<file path="src/rtl/dds_pkg.sv">
// shared constants for the dds control core and its serial host
// assumes one 100 MHz clock shared by both ends
package dds_pkg;
    // clock and serial timing
    localparam int CLK_PERIOD_NS = 10;
    localparam int SCLK_HALF_NS = 20;
    localparam int SCLK_HALF_CYC =
        (SCLK_HALF_NS + CLK_PERIOD_NS - 1) / CLK_PERIOD_NS;
    // datapath widths
    localparam int WORD_W = 16;
    localparam int ACC_W = 28;
    localparam int HALF_W = 14;
    localparam int PHASE_W = 12;
    localparam int DAC_W = 10;
    localparam logic [DAC_W-1:0] DAC_MIDSCALE = 10'h200;
    localparam logic [8:0] SINE_AMPL = 9'h1FF;
    // serial word layout: two address bits on top
    localparam int WADDR_HI = 15;
    localparam int WADDR_LO = 14;
    localparam logic [1:0] WADDR_CTRL = 2'h0;
    localparam logic [1:0] WADDR_FREQ_A = 2'h1;
    localparam logic [1:0] WADDR_FREQ_B = 2'h2;
    localparam logic [1:0] WADDR_PHASE = 2'h3;
    localparam int PHASE_SEL_POS = 12;
    // control word fields
    localparam int CTRL_FREQ_SELECT_BIT_POS = 0;
    localparam int CTRL_PSEL_POS = 1;
    localparam int CTRL_PINSEL_POS = 2;
    localparam int CTRL_PDOWN_POS = 3;
    localparam int CTRL_OUTEN_POS = 4;
    localparam int CTRL_OUTSRC_POS = 5;
    localparam logic [5:0] CTRL_RESET = 6'h04;
    // host register port
    localparam logic [3:0] HOST_TX_ADDR = 4'h0;
    localparam logic [3:0] HOST_STAT_ADDR = 4'h4;
    localparam int STAT_BUSY_POS = 0;
    typedef enum logic [2:0]
    {
        DDS_IDLE,
        DDS_START,
        DDS_HIGH,
        DDS_LOW,
        DDS_END
    } dds_host_state_t;
endpackage : dds_pkg

</file>
<file path="src/rtl/dds_link_if.sv">
// three-wire serial link between host and dds core
// assumes both ends are clocked by the same clk
interface dds_link_if;
    logic serial_clock_in;
    logic serial_data_in;
    logic frame_sync_n;
    modport dev
    (
        input serial_clock_in,
        input serial_data_in,
        input frame_sync_n
    );
    modport host
    (
        output serial_clock_in,
        output serial_data_in,
        output frame_sync_n
    );
endinterface : dds_link_if

</file>
<file path="src/rtl/dds_core.sv">
// dds control core: serial word loader, phase accumulator, phase offset,
// sine lookup and logic output
// assumes link pins change synchronously to clk and sclk is slower than clk/2
// Function
// - frequency word a or b feeds accumulator
// - frequency choice from pin or control bit
// - phase offset a or b added after accumulator
// - phase choice from pin or control bit
// - datapath reset clears accumulator, output midscale
// - datapath reset keeps all loaded registers
// - powerdown pin high powers down converter
// - powerdown pin or bit, either works
// - serial words are exactly sixteen bits
// - data sampled on serial clock falling edge
// - frame sync low starts loading a word
// - logic output driven only when enabled
// - output frequency is word fraction of clock
// - accumulator adds selected word every clock
// - accumulate, offset, sine lookup, converter code
// - accumulator is twenty-eight bits wide
// - twelve-bit offset added to accumulator msbs
// - back-to-back words while frame held low
// - both bits set routes comparator out
//
// The plain strobed port and the placing of the registers were left to the implementer.
module dds_core
(
    input wire logic clk,
    input wire logic rst,
    dds_link_if.dev link,
    input wire logic freq_select_pin,
    input wire logic phase_select_pin,
    input wire logic datapath_reset,
    input wire logic dac_powerdown_pin,
    input wire logic comparator_in,
    output logic [dds_pkg::DAC_W-1:0] dac_code,
    output logic dac_powerdown,
    output logic square_out_pin,
    output logic square_out_oe_n
);
    import dds_pkg::*;

    // serial receiver state
    logic sclk_q_reg, sclk_q_next;
    logic [WORD_W-1:0] shift_reg, shift_next;
    logic [3:0] bit_reg, bit_next;
    logic word_done;
    logic [WORD_W-1:0] word;

    // host-addressable registers
    logic [ACC_W-1:0] freq_a_reg, freq_a_next;
    logic [ACC_W-1:0] freq_b_reg, freq_b_next;
    logic [PHASE_W-1:0] phase_a_reg, phase_a_next;
    logic [PHASE_W-1:0] phase_b_reg, phase_b_next;
    logic freq_a_hi_reg, freq_a_hi_next;
    logic freq_b_hi_reg, freq_b_hi_next;
    logic [5:0] ctrl_reg, ctrl_next;

    // datapath state
    logic freq_select_bit_s1_reg, freq_select_bit_s2_reg, psel_s1_reg, psel_s2_reg;
    logic [ACC_W-1:0] acc_reg, acc_next;
    logic [DAC_W-1:0] dac_reg, dac_next;
    logic pdown_reg, pdown_next;
    logic sq_reg, sq_next;
    logic sq_oe_n_reg, sq_oe_n_next;
    logic use_b_freq, use_b_phase;
    logic [PHASE_W-1:0] lut_addr;
    logic [31:0] prod;
    logic [8:0] mag;

    // bit capture on each sensed falling sclk edge inside a frame
    always_comb
    begin
        sclk_q_next = link.serial_clock_in;
        shift_next = shift_reg;
        bit_next = bit_reg;
        word_done = 1'b0;
        if (link.frame_sync_n)
            bit_next = 4'h0; // frame high aborts a partial word
        else if (sclk_q_reg && !link.serial_clock_in)
        begin
            shift_next = {shift_reg[WORD_W-2:0], link.serial_data_in};
            bit_next = bit_reg + 4'h1; // wraps, next word follows
            word_done = (bit_reg == 4'hF);
        end
    end
    assign word = shift_next;

    always_ff @(posedge clk or posedge rst)
    begin
        if (rst)
        begin
            sclk_q_reg <= 1'b1;
            shift_reg <= 16'h0000;
            bit_reg <= 4'h0;
        end
        else
        begin
            sclk_q_reg <= sclk_q_next;
            shift_reg <= shift_next;
            bit_reg <= bit_next;
        end
    end

    // word decode; frequency words load low half then high half
    always_comb
    begin
        freq_a_next = freq_a_reg;
        freq_b_next = freq_b_reg;
        phase_a_next = phase_a_reg;
        phase_b_next = phase_b_reg;
        freq_a_hi_next = freq_a_hi_reg;
        freq_b_hi_next = freq_b_hi_reg;
        ctrl_next = ctrl_reg;
        if (word_done)
        begin
            case (word[WADDR_HI:WADDR_LO])
                WADDR_CTRL:
                begin
                    ctrl_next = word[5:0];
                    freq_a_hi_next = 1'b0; // control write realigns halves
                    freq_b_hi_next = 1'b0;
                end
                WADDR_FREQ_A:
                begin
                    if (freq_a_hi_reg)
                        freq_a_next[ACC_W-1:HALF_W] = word[HALF_W-1:0];
                    else
                        freq_a_next[HALF_W-1:0] = word[HALF_W-1:0];
                    freq_a_hi_next = !freq_a_hi_reg;
                end
                WADDR_FREQ_B:
                begin
                    if (freq_b_hi_reg)
                        freq_b_next[ACC_W-1:HALF_W] = word[HALF_W-1:0];
                    else
                        freq_b_next[HALF_W-1:0] = word[HALF_W-1:0];
                    freq_b_hi_next = !freq_b_hi_reg;
                end
                WADDR_PHASE:
                    if (word[PHASE_SEL_POS])
                        phase_b_next = word[PHASE_W-1:0];
                    else
                        phase_a_next = word[PHASE_W-1:0];
                default:
                    ctrl_next = ctrl_reg;
            endcase
        end
    end

    // only rst clears these; datapath_reset never touches them
    always_ff @(posedge clk or posedge rst)
    begin
        if (rst)
        begin
            freq_a_reg <= 28'h000_0000;
            freq_b_reg <= 28'h000_0000;
            phase_a_reg <= 12'h000;
            phase_b_reg <= 12'h000;
            freq_a_hi_reg <= 1'b0;
            freq_b_hi_reg <= 1'b0;
            ctrl_reg <= CTRL_RESET;
        end
        else
        begin
            freq_a_reg <= freq_a_next;
            freq_b_reg <= freq_b_next;
            phase_a_reg <= phase_a_next;
            phase_b_reg <= phase_b_next;
            freq_a_hi_reg <= freq_a_hi_next;
            freq_b_hi_reg <= freq_b_hi_next;
            ctrl_reg <= ctrl_next;
        end
    end

    // two-flop select synchronisers, switching lands on a clock edge
    always_ff @(posedge clk or posedge rst)
    begin
        if (rst)
        begin
            freq_select_bit_s1_reg <= 1'b0;
            freq_select_bit_s2_reg <= 1'b0;
            psel_s1_reg <= 1'b0;
            psel_s2_reg <= 1'b0;
        end
        else
        begin
            freq_select_bit_s1_reg <= freq_select_pin;
            freq_select_bit_s2_reg <= freq_select_bit_s1_reg;
            psel_s1_reg <= phase_select_pin;
            psel_s2_reg <= psel_s1_reg;
        end
    end

    // source of selection: pins when the pin-select bit is set
    assign use_b_freq = ctrl_reg[CTRL_PINSEL_POS] ? freq_select_bit_s2_reg
                        : ctrl_reg[CTRL_FREQ_SELECT_BIT_POS];
    assign use_b_phase = ctrl_reg[CTRL_PINSEL_POS] ? psel_s2_reg
                         : ctrl_reg[CTRL_PSEL_POS];

    // offset on accumulator msbs, then truncate to lookup address
    assign lut_addr = acc_reg[ACC_W-1 -: PHASE_W]
        + (use_b_phase ? phase_b_reg : phase_a_reg);

    // parabolic half-cycle shape stands in for a 4096-entry table,
    // trading a little harmonic purity for no memory
    always_comb
    begin
        prod = 32'(lut_addr[10:0]) * (32'h0000_0800 - 32'(lut_addr[10:0]));
        prod = prod * 32'(SINE_AMPL);
        mag = prod[28:20];
    end

    // accumulator, converter code and logic output
    always_comb
    begin
        // wraps modulo 2^28, so fout = word * fclk / 2^28
        acc_next = acc_reg + (use_b_freq ? freq_b_reg : freq_a_reg);
        dac_next = lut_addr[PHASE_W-1] ? DAC_MIDSCALE - 10'(mag)
                   : DAC_MIDSCALE + 10'(mag);
        if (datapath_reset)
        begin
            acc_next = 28'h000_0000;
            dac_next = DAC_MIDSCALE;
        end
        pdown_next = dac_powerdown_pin | ctrl_reg[CTRL_PDOWN_POS];
        sq_oe_n_next = !ctrl_reg[CTRL_OUTEN_POS];
        sq_next = ctrl_reg[CTRL_OUTSRC_POS] ? comparator_in
                  : acc_reg[ACC_W-1];
        if (!ctrl_reg[CTRL_OUTEN_POS])
            sq_next = 1'b0;
    end

    always_ff @(posedge clk or posedge rst)
    begin
        if (rst)
        begin
            acc_reg <= 28'h000_0000;
            dac_reg <= DAC_MIDSCALE;
            pdown_reg <= 1'b0;
            sq_reg <= 1'b0;
            sq_oe_n_reg <= 1'b1;
        end
        else
        begin
            acc_reg <= acc_next;
            dac_reg <= dac_next;
            pdown_reg <= pdown_next;
            sq_reg <= sq_next;
            sq_oe_n_reg <= sq_oe_n_next;
        end
    end

    assign dac_code = dac_reg;
    assign dac_powerdown = pdown_reg;
    assign square_out_pin = sq_reg;
    assign square_out_oe_n = sq_oe_n_reg;
endmodule : dds_core

</file>
<file path="src/flat_wrapper.sv">
// flat-port wrapper written by rule: the top's interface ports become plain ports
module dds_core_flat import dds_pkg::*;
  (clk, rst, freq_select_pin, phase_select_pin, datapath_reset, dac_powerdown_pin, comparator_in, dac_code, dac_powerdown, square_out_pin, square_out_oe_n, link_serial_clock_in, link_serial_data_in, link_frame_sync_n);
  dds_link_if link_i ();
  input wire logic clk;
  input wire logic rst;
  input wire logic freq_select_pin;
  input wire logic phase_select_pin;
  input wire logic datapath_reset;
  input wire logic dac_powerdown_pin;
  input wire logic comparator_in;
  output logic [dds_pkg::DAC_W-1:0] dac_code;
  output logic dac_powerdown;
  output logic square_out_pin;
  output logic square_out_oe_n;
  input wire logic [$bits(link_i.serial_clock_in)-1:0] link_serial_clock_in;
  input wire logic [$bits(link_i.serial_data_in)-1:0] link_serial_data_in;
  input wire logic [$bits(link_i.frame_sync_n)-1:0] link_frame_sync_n;
  assign link_i.serial_clock_in = link_serial_clock_in;
  assign link_i.serial_data_in = link_serial_data_in;
  assign link_i.frame_sync_n = link_frame_sync_n;
  dds_core u_core (.clk(clk), .rst(rst), .link(link_i), .freq_select_pin(freq_select_pin), .phase_select_pin(phase_select_pin), .datapath_reset(datapath_reset), .dac_powerdown_pin(dac_powerdown_pin), .comparator_in(comparator_in), .dac_code(dac_code), .dac_powerdown(dac_powerdown), .square_out_pin(square_out_pin), .square_out_oe_n(square_out_oe_n));
endmodule
</file>
<file path="config.mk">
export PLATFORM = sky130hd
export DESIGN_NAME = dds_core_flat
export DESIGN_NICKNAME = d
export VERILOG_FILES = /design/src/rtl/dds_pkg.sv /design/src/rtl/dds_link_if.sv /design/src/rtl/dds_core.sv /design/src/flat_wrapper.sv
export SDC_FILE = /design/constraint.sdc
export NUM_CORES = 1
export LEC_CHECK = 0
export BUFFER_PORTS_ARGS = -buffer_cell sky130_fd_sc_hd__buf_4
export CAP_MARGIN = 20
export CELL_PAD_IN_SITES_DETAIL_PLACEMENT = 0
export CELL_PAD_IN_SITES_GLOBAL_PLACEMENT = 1
export CORE_UTILIZATION = 48
export DETAILED_ROUTE_END_ITERATION = 8
export GPL_TIMING_DRIVEN = 0
export HOLD_SLACK_MARGIN = 0.1
export PLACE_DENSITY = 0.76
export SLEW_MARGIN = 20
export SYNTH_ARGS = -nofsm -noshare
export SYNTH_HDL_FRONTEND = slang
export SYNTH_SLANG_ARGS = --single-unit
</file>
<file path="constraint.sdc">
create_clock -name clk -period 25.6 [get_ports clk]
set_input_delay 1.28 -clock clk [delete_from_list [all_inputs] [get_ports clk]]
set_output_delay 1.28 -clock clk [all_outputs]
set_load 0.01 [all_outputs]
</file>
==> results.md <==
* First-pass GRT wire length at 57,800 µm
* Area leader, netlist: fa_1
* Worst R2R End: u_core.dac_code[4]$_DFF_PP0_
* Worst-case clock buffer depth at 2
* RSZ-0062 raised after global routing: no
* Initial core utilization at 48.9%
* Post-CTS sizing at 0
* Cts hold-fix bufs at 0
* Arr. time, crit path at 15,780 ps
* Headroom to the max-slew limit at 29.0%
* Largest cells by area after synthesis: fa_1 24%, dfrtp_1 24%, ha_1 12%, inv_1 7.1%, nor2_1 4.3%
* Placer Congestion at 0.838
* Clock latency on the worst-skew pair at 420 ps
* CTS clk-pin slew, worst paths at 60 ps
* Antenna diodes at 0
* Outcome: finished clean
* Layout Skew at 10.4 ps
* Initial DRC Count at 483
* Max Transition Viols Final at 0
* Power Density at 73.3 nW/µm²
* ANT nets after route at 0
* Register bit total from synthesis at 154
* I/O Buffers at 22
* Via-per-instance ratio at 5.16
* Routed vias at 11,267
* Max_cap viols at 0
* Ys Warns at 0
* Remaining Overflow, GRT at 0
* CP max stage cell: clkbuf_1
* Die width at 184 µm
* Std-Cell Rows at 66
* RR Startpoint: u_core.ctrl_reg[2]$_DFFE_PP1P_
* Post-Synthesis Cells at 1,676
* Vias in the first global route at 11,744
* Worst Setup EP: u_core.dac_code[4]$_DFF_PP0_
* Fillcell total at 3,026
* Critical Path RT at 25,880 ps
* DR WL/cell at 15.8 µm
* Crit. End Element: flip-flop
* Cell count of the worst reg-to-reg path at 50
* I/O pin count at 23
* Main synth FF type: dfrtp_1
* Final wirelength at 34,600 µm
* P_leak at 9.13 nW
* Sequential share of the synthesized area at 24.2%
* Final setup margin at 10,100 ps
* Area growth syn-to-layout at 8.87%
* Dpl hpwl at 28,500 µm
* Synth Cell Area at 16,000 µm²
* Worst vdd ir at 0.123 mV
* Final core occ at 53.3%
* Area of the multi-input gates at 10,900 µm²
* Setup bufs post-CTS at 0
* Period minus WS final at 15,500 ps
* H-tree depth at 4
* Commonest cells after routing, fill and taps aside: 299 x inv_1, 191 x fa_1, 183 x nor2_1
* Final setup fails at 0
* Ys async rst share at 100%
* Initial antenna violation count at 0
* Endpoints failing hold at 0
* CP Launch Type: flip-flop
* Sink Count at 154
* Unique masters post-synth at 70
* TritonCTS Buffers at 17
* Fin Setup TNS at 0 ps
* Max Fanout on Critical Path at 15
* Post-synth top area share at 24.0%
* Die Ht at 184 µm
* Synth Area per Inst at 9.52 µm²
* Fmax at 0.0645 GHz
* Register area at 3860 µm²
* Layout cells sized above 1 at 7.29%
* R2R Setup Slk at 10,100 ps
* Clock Root Buffer: clkbuf_16
* Crit path kind: reg2reg
* Nets@finish at 2,088
* Number of synthesized flops with an enable pin at 0
* Residual DRC at 0
* DIE AREA at 34,000 µm²
* Period Utilization, post-route at 60.6%
* CTS tree: done
* Crit path launch: u_core.ctrl_reg[2]$_DFFE_PP1P_
* Total global-route track usage at 21.8%
* Commonest non-fill, non-tap cell in the layout: inv_1
* Worst min path class: reg2reg
* Worst slack, placed at 10,110 ps
* Worst-margin pin slew at 1040 ps
* Max incr delay on CP at 720 ps
* Largest net degree at the start of global routing at 104
* Most frequent CP cell: fa_1
* DRT Pass-1 Iters at 4
* Core Area at 32,600 µm²
layer usage:
| metal | track usage (%) | wire [µm] | vias to the layer above |
|---|---|---|---|
| li1 | - | - | 5486 |
| met1 | 26.8 | 15000 | 5648 |
| met2 | 40.8 | 18500 | 103 |
| met3 | 1.50 | 416 | 30 |
| met4 | 6.23 | 649 | 0 |
| met5 | 0 | 0 | - |
synth_stat cells, types with 37 or more instances:
cell / number
clkbuf_1: 42
nand2_1: 80
xnor2_1: 39
dfrtp_1: 150
fa_1: 191
inv_1: 300
o21ai_0: 50
nor2_1: 183
mux2_2: 40
a21o_1: 37
ha_1: 157
a21oi_1: 105
per-stage QoR:
step | total power [mW] | cell area [µm²] | hold slack [ps] | instances
2_1_floorplan | 0.859 | 16000 | 331 | 1688
3_3_place_gp | 1.01 | 16700 | 337 | 2152
3_5_place_dp | 1.02 | 16800 | 336 | 2153
4_1_cts | 1.29 | 17400 | 359 | 2185
5_1_grt | 1.40 | 17400 | 366 | 2185
6_report | 1.27 | 17400 | 356 | 2185
how the worst min path moves through the flow:
| stage | start | end | slack (ps) | depth (start not counted) |
|---|---|---|---|---|
| 5_1_grt | u_core.psel_s1_reg$_DFF_PP0_ | u_core.psel_s2_reg$_DFF_PP0_ | 370 | 0 |
| 4_1_cts | u_core.freq_select_bit_s1_reg$_DFF_PP0_ | u_core.freq_select_bit_s2_reg$_DFF_PP0_ | 360 | 0 |
| 2_1_floorplan | u_core.freq_select_bit_s1_reg$_DFF_PP0_ | u_core.freq_select_bit_s2_reg$_DFF_PP0_ | 330 | 0 |
| 3_5_place_dp | u_core.freq_select_bit_s1_reg$_DFF_PP0_ | u_core.freq_select_bit_s2_reg$_DFF_PP0_ | 340 | 0 |
| 3_3_place_gp | u_core.freq_select_bit_s1_reg$_DFF_PP0_ | u_core.freq_select_bit_s2_reg$_DFF_PP0_ | 340 | 0 |
| 6_report | u_core.freq_select_bit_s1_reg$_DFF_PP0_ | u_core.freq_select_bit_s2_reg$_DFF_PP0_ | 360 | 0 |
power breakdown:
part	leakage (nW)	switching [mW]	internal (mW)
combinational	6.73	0.433	0.314
sequential	2.10	0.00535	0.260
clock	0.297	0.105	0.156
final cells by class:
| cell class | instances | share of cell area (%) |
|---|---|---|
| multi-input combinational | 1189 | 62.5 |
| sequential | 154 | 22.2 |
| inverter | 302 | 6.57 |
| tap | 442 | 3.18 |
| clock buffer | 18 | 2.47 |
| timing repair buffer | 23 | 1.11 |
| clock inverter | 14 | 1.07 |
| buffer | 43 | 0.929 |
cells by family (layout without fill, tap and decap cells):
| logic type | count (synthesis) | count (layout) | share of synthesized area, % |
|---|---|---|---|
| other cells | 2 | 14 | 0.0470 |
| simple gates | 409 | 409 | 11.9 |
| buf+inv | 345 | 400 | 8.11 |
| compound gates | 281 | 281 | 11.0 |
| mux | 62 | 62 | 4.20 |
| xor+xnor | 74 | 74 | 4.24 |
| fa+ha+maj | 349 | 349 | 36.3 |
| flops | 154 | 154 | 24.2 |
worst max-delay path: cells and delay by family, from the launching register on:
| family | cells | cell delay (ps) |
|---|---|---|
| AOI/OAI and AO/OA | 12 | 2630 |
| xor gates and xnor gates | 3 | 530 |
| adders and majority gates | 15 | 6500 |
| buffers and inverters | 10 | 2230 |
| DFF | 1 | 570 |
| muxes | 2 | 790 |
| and+or+nand+nor | 8 | 2080 |
(Power assumes the default switching activity.)
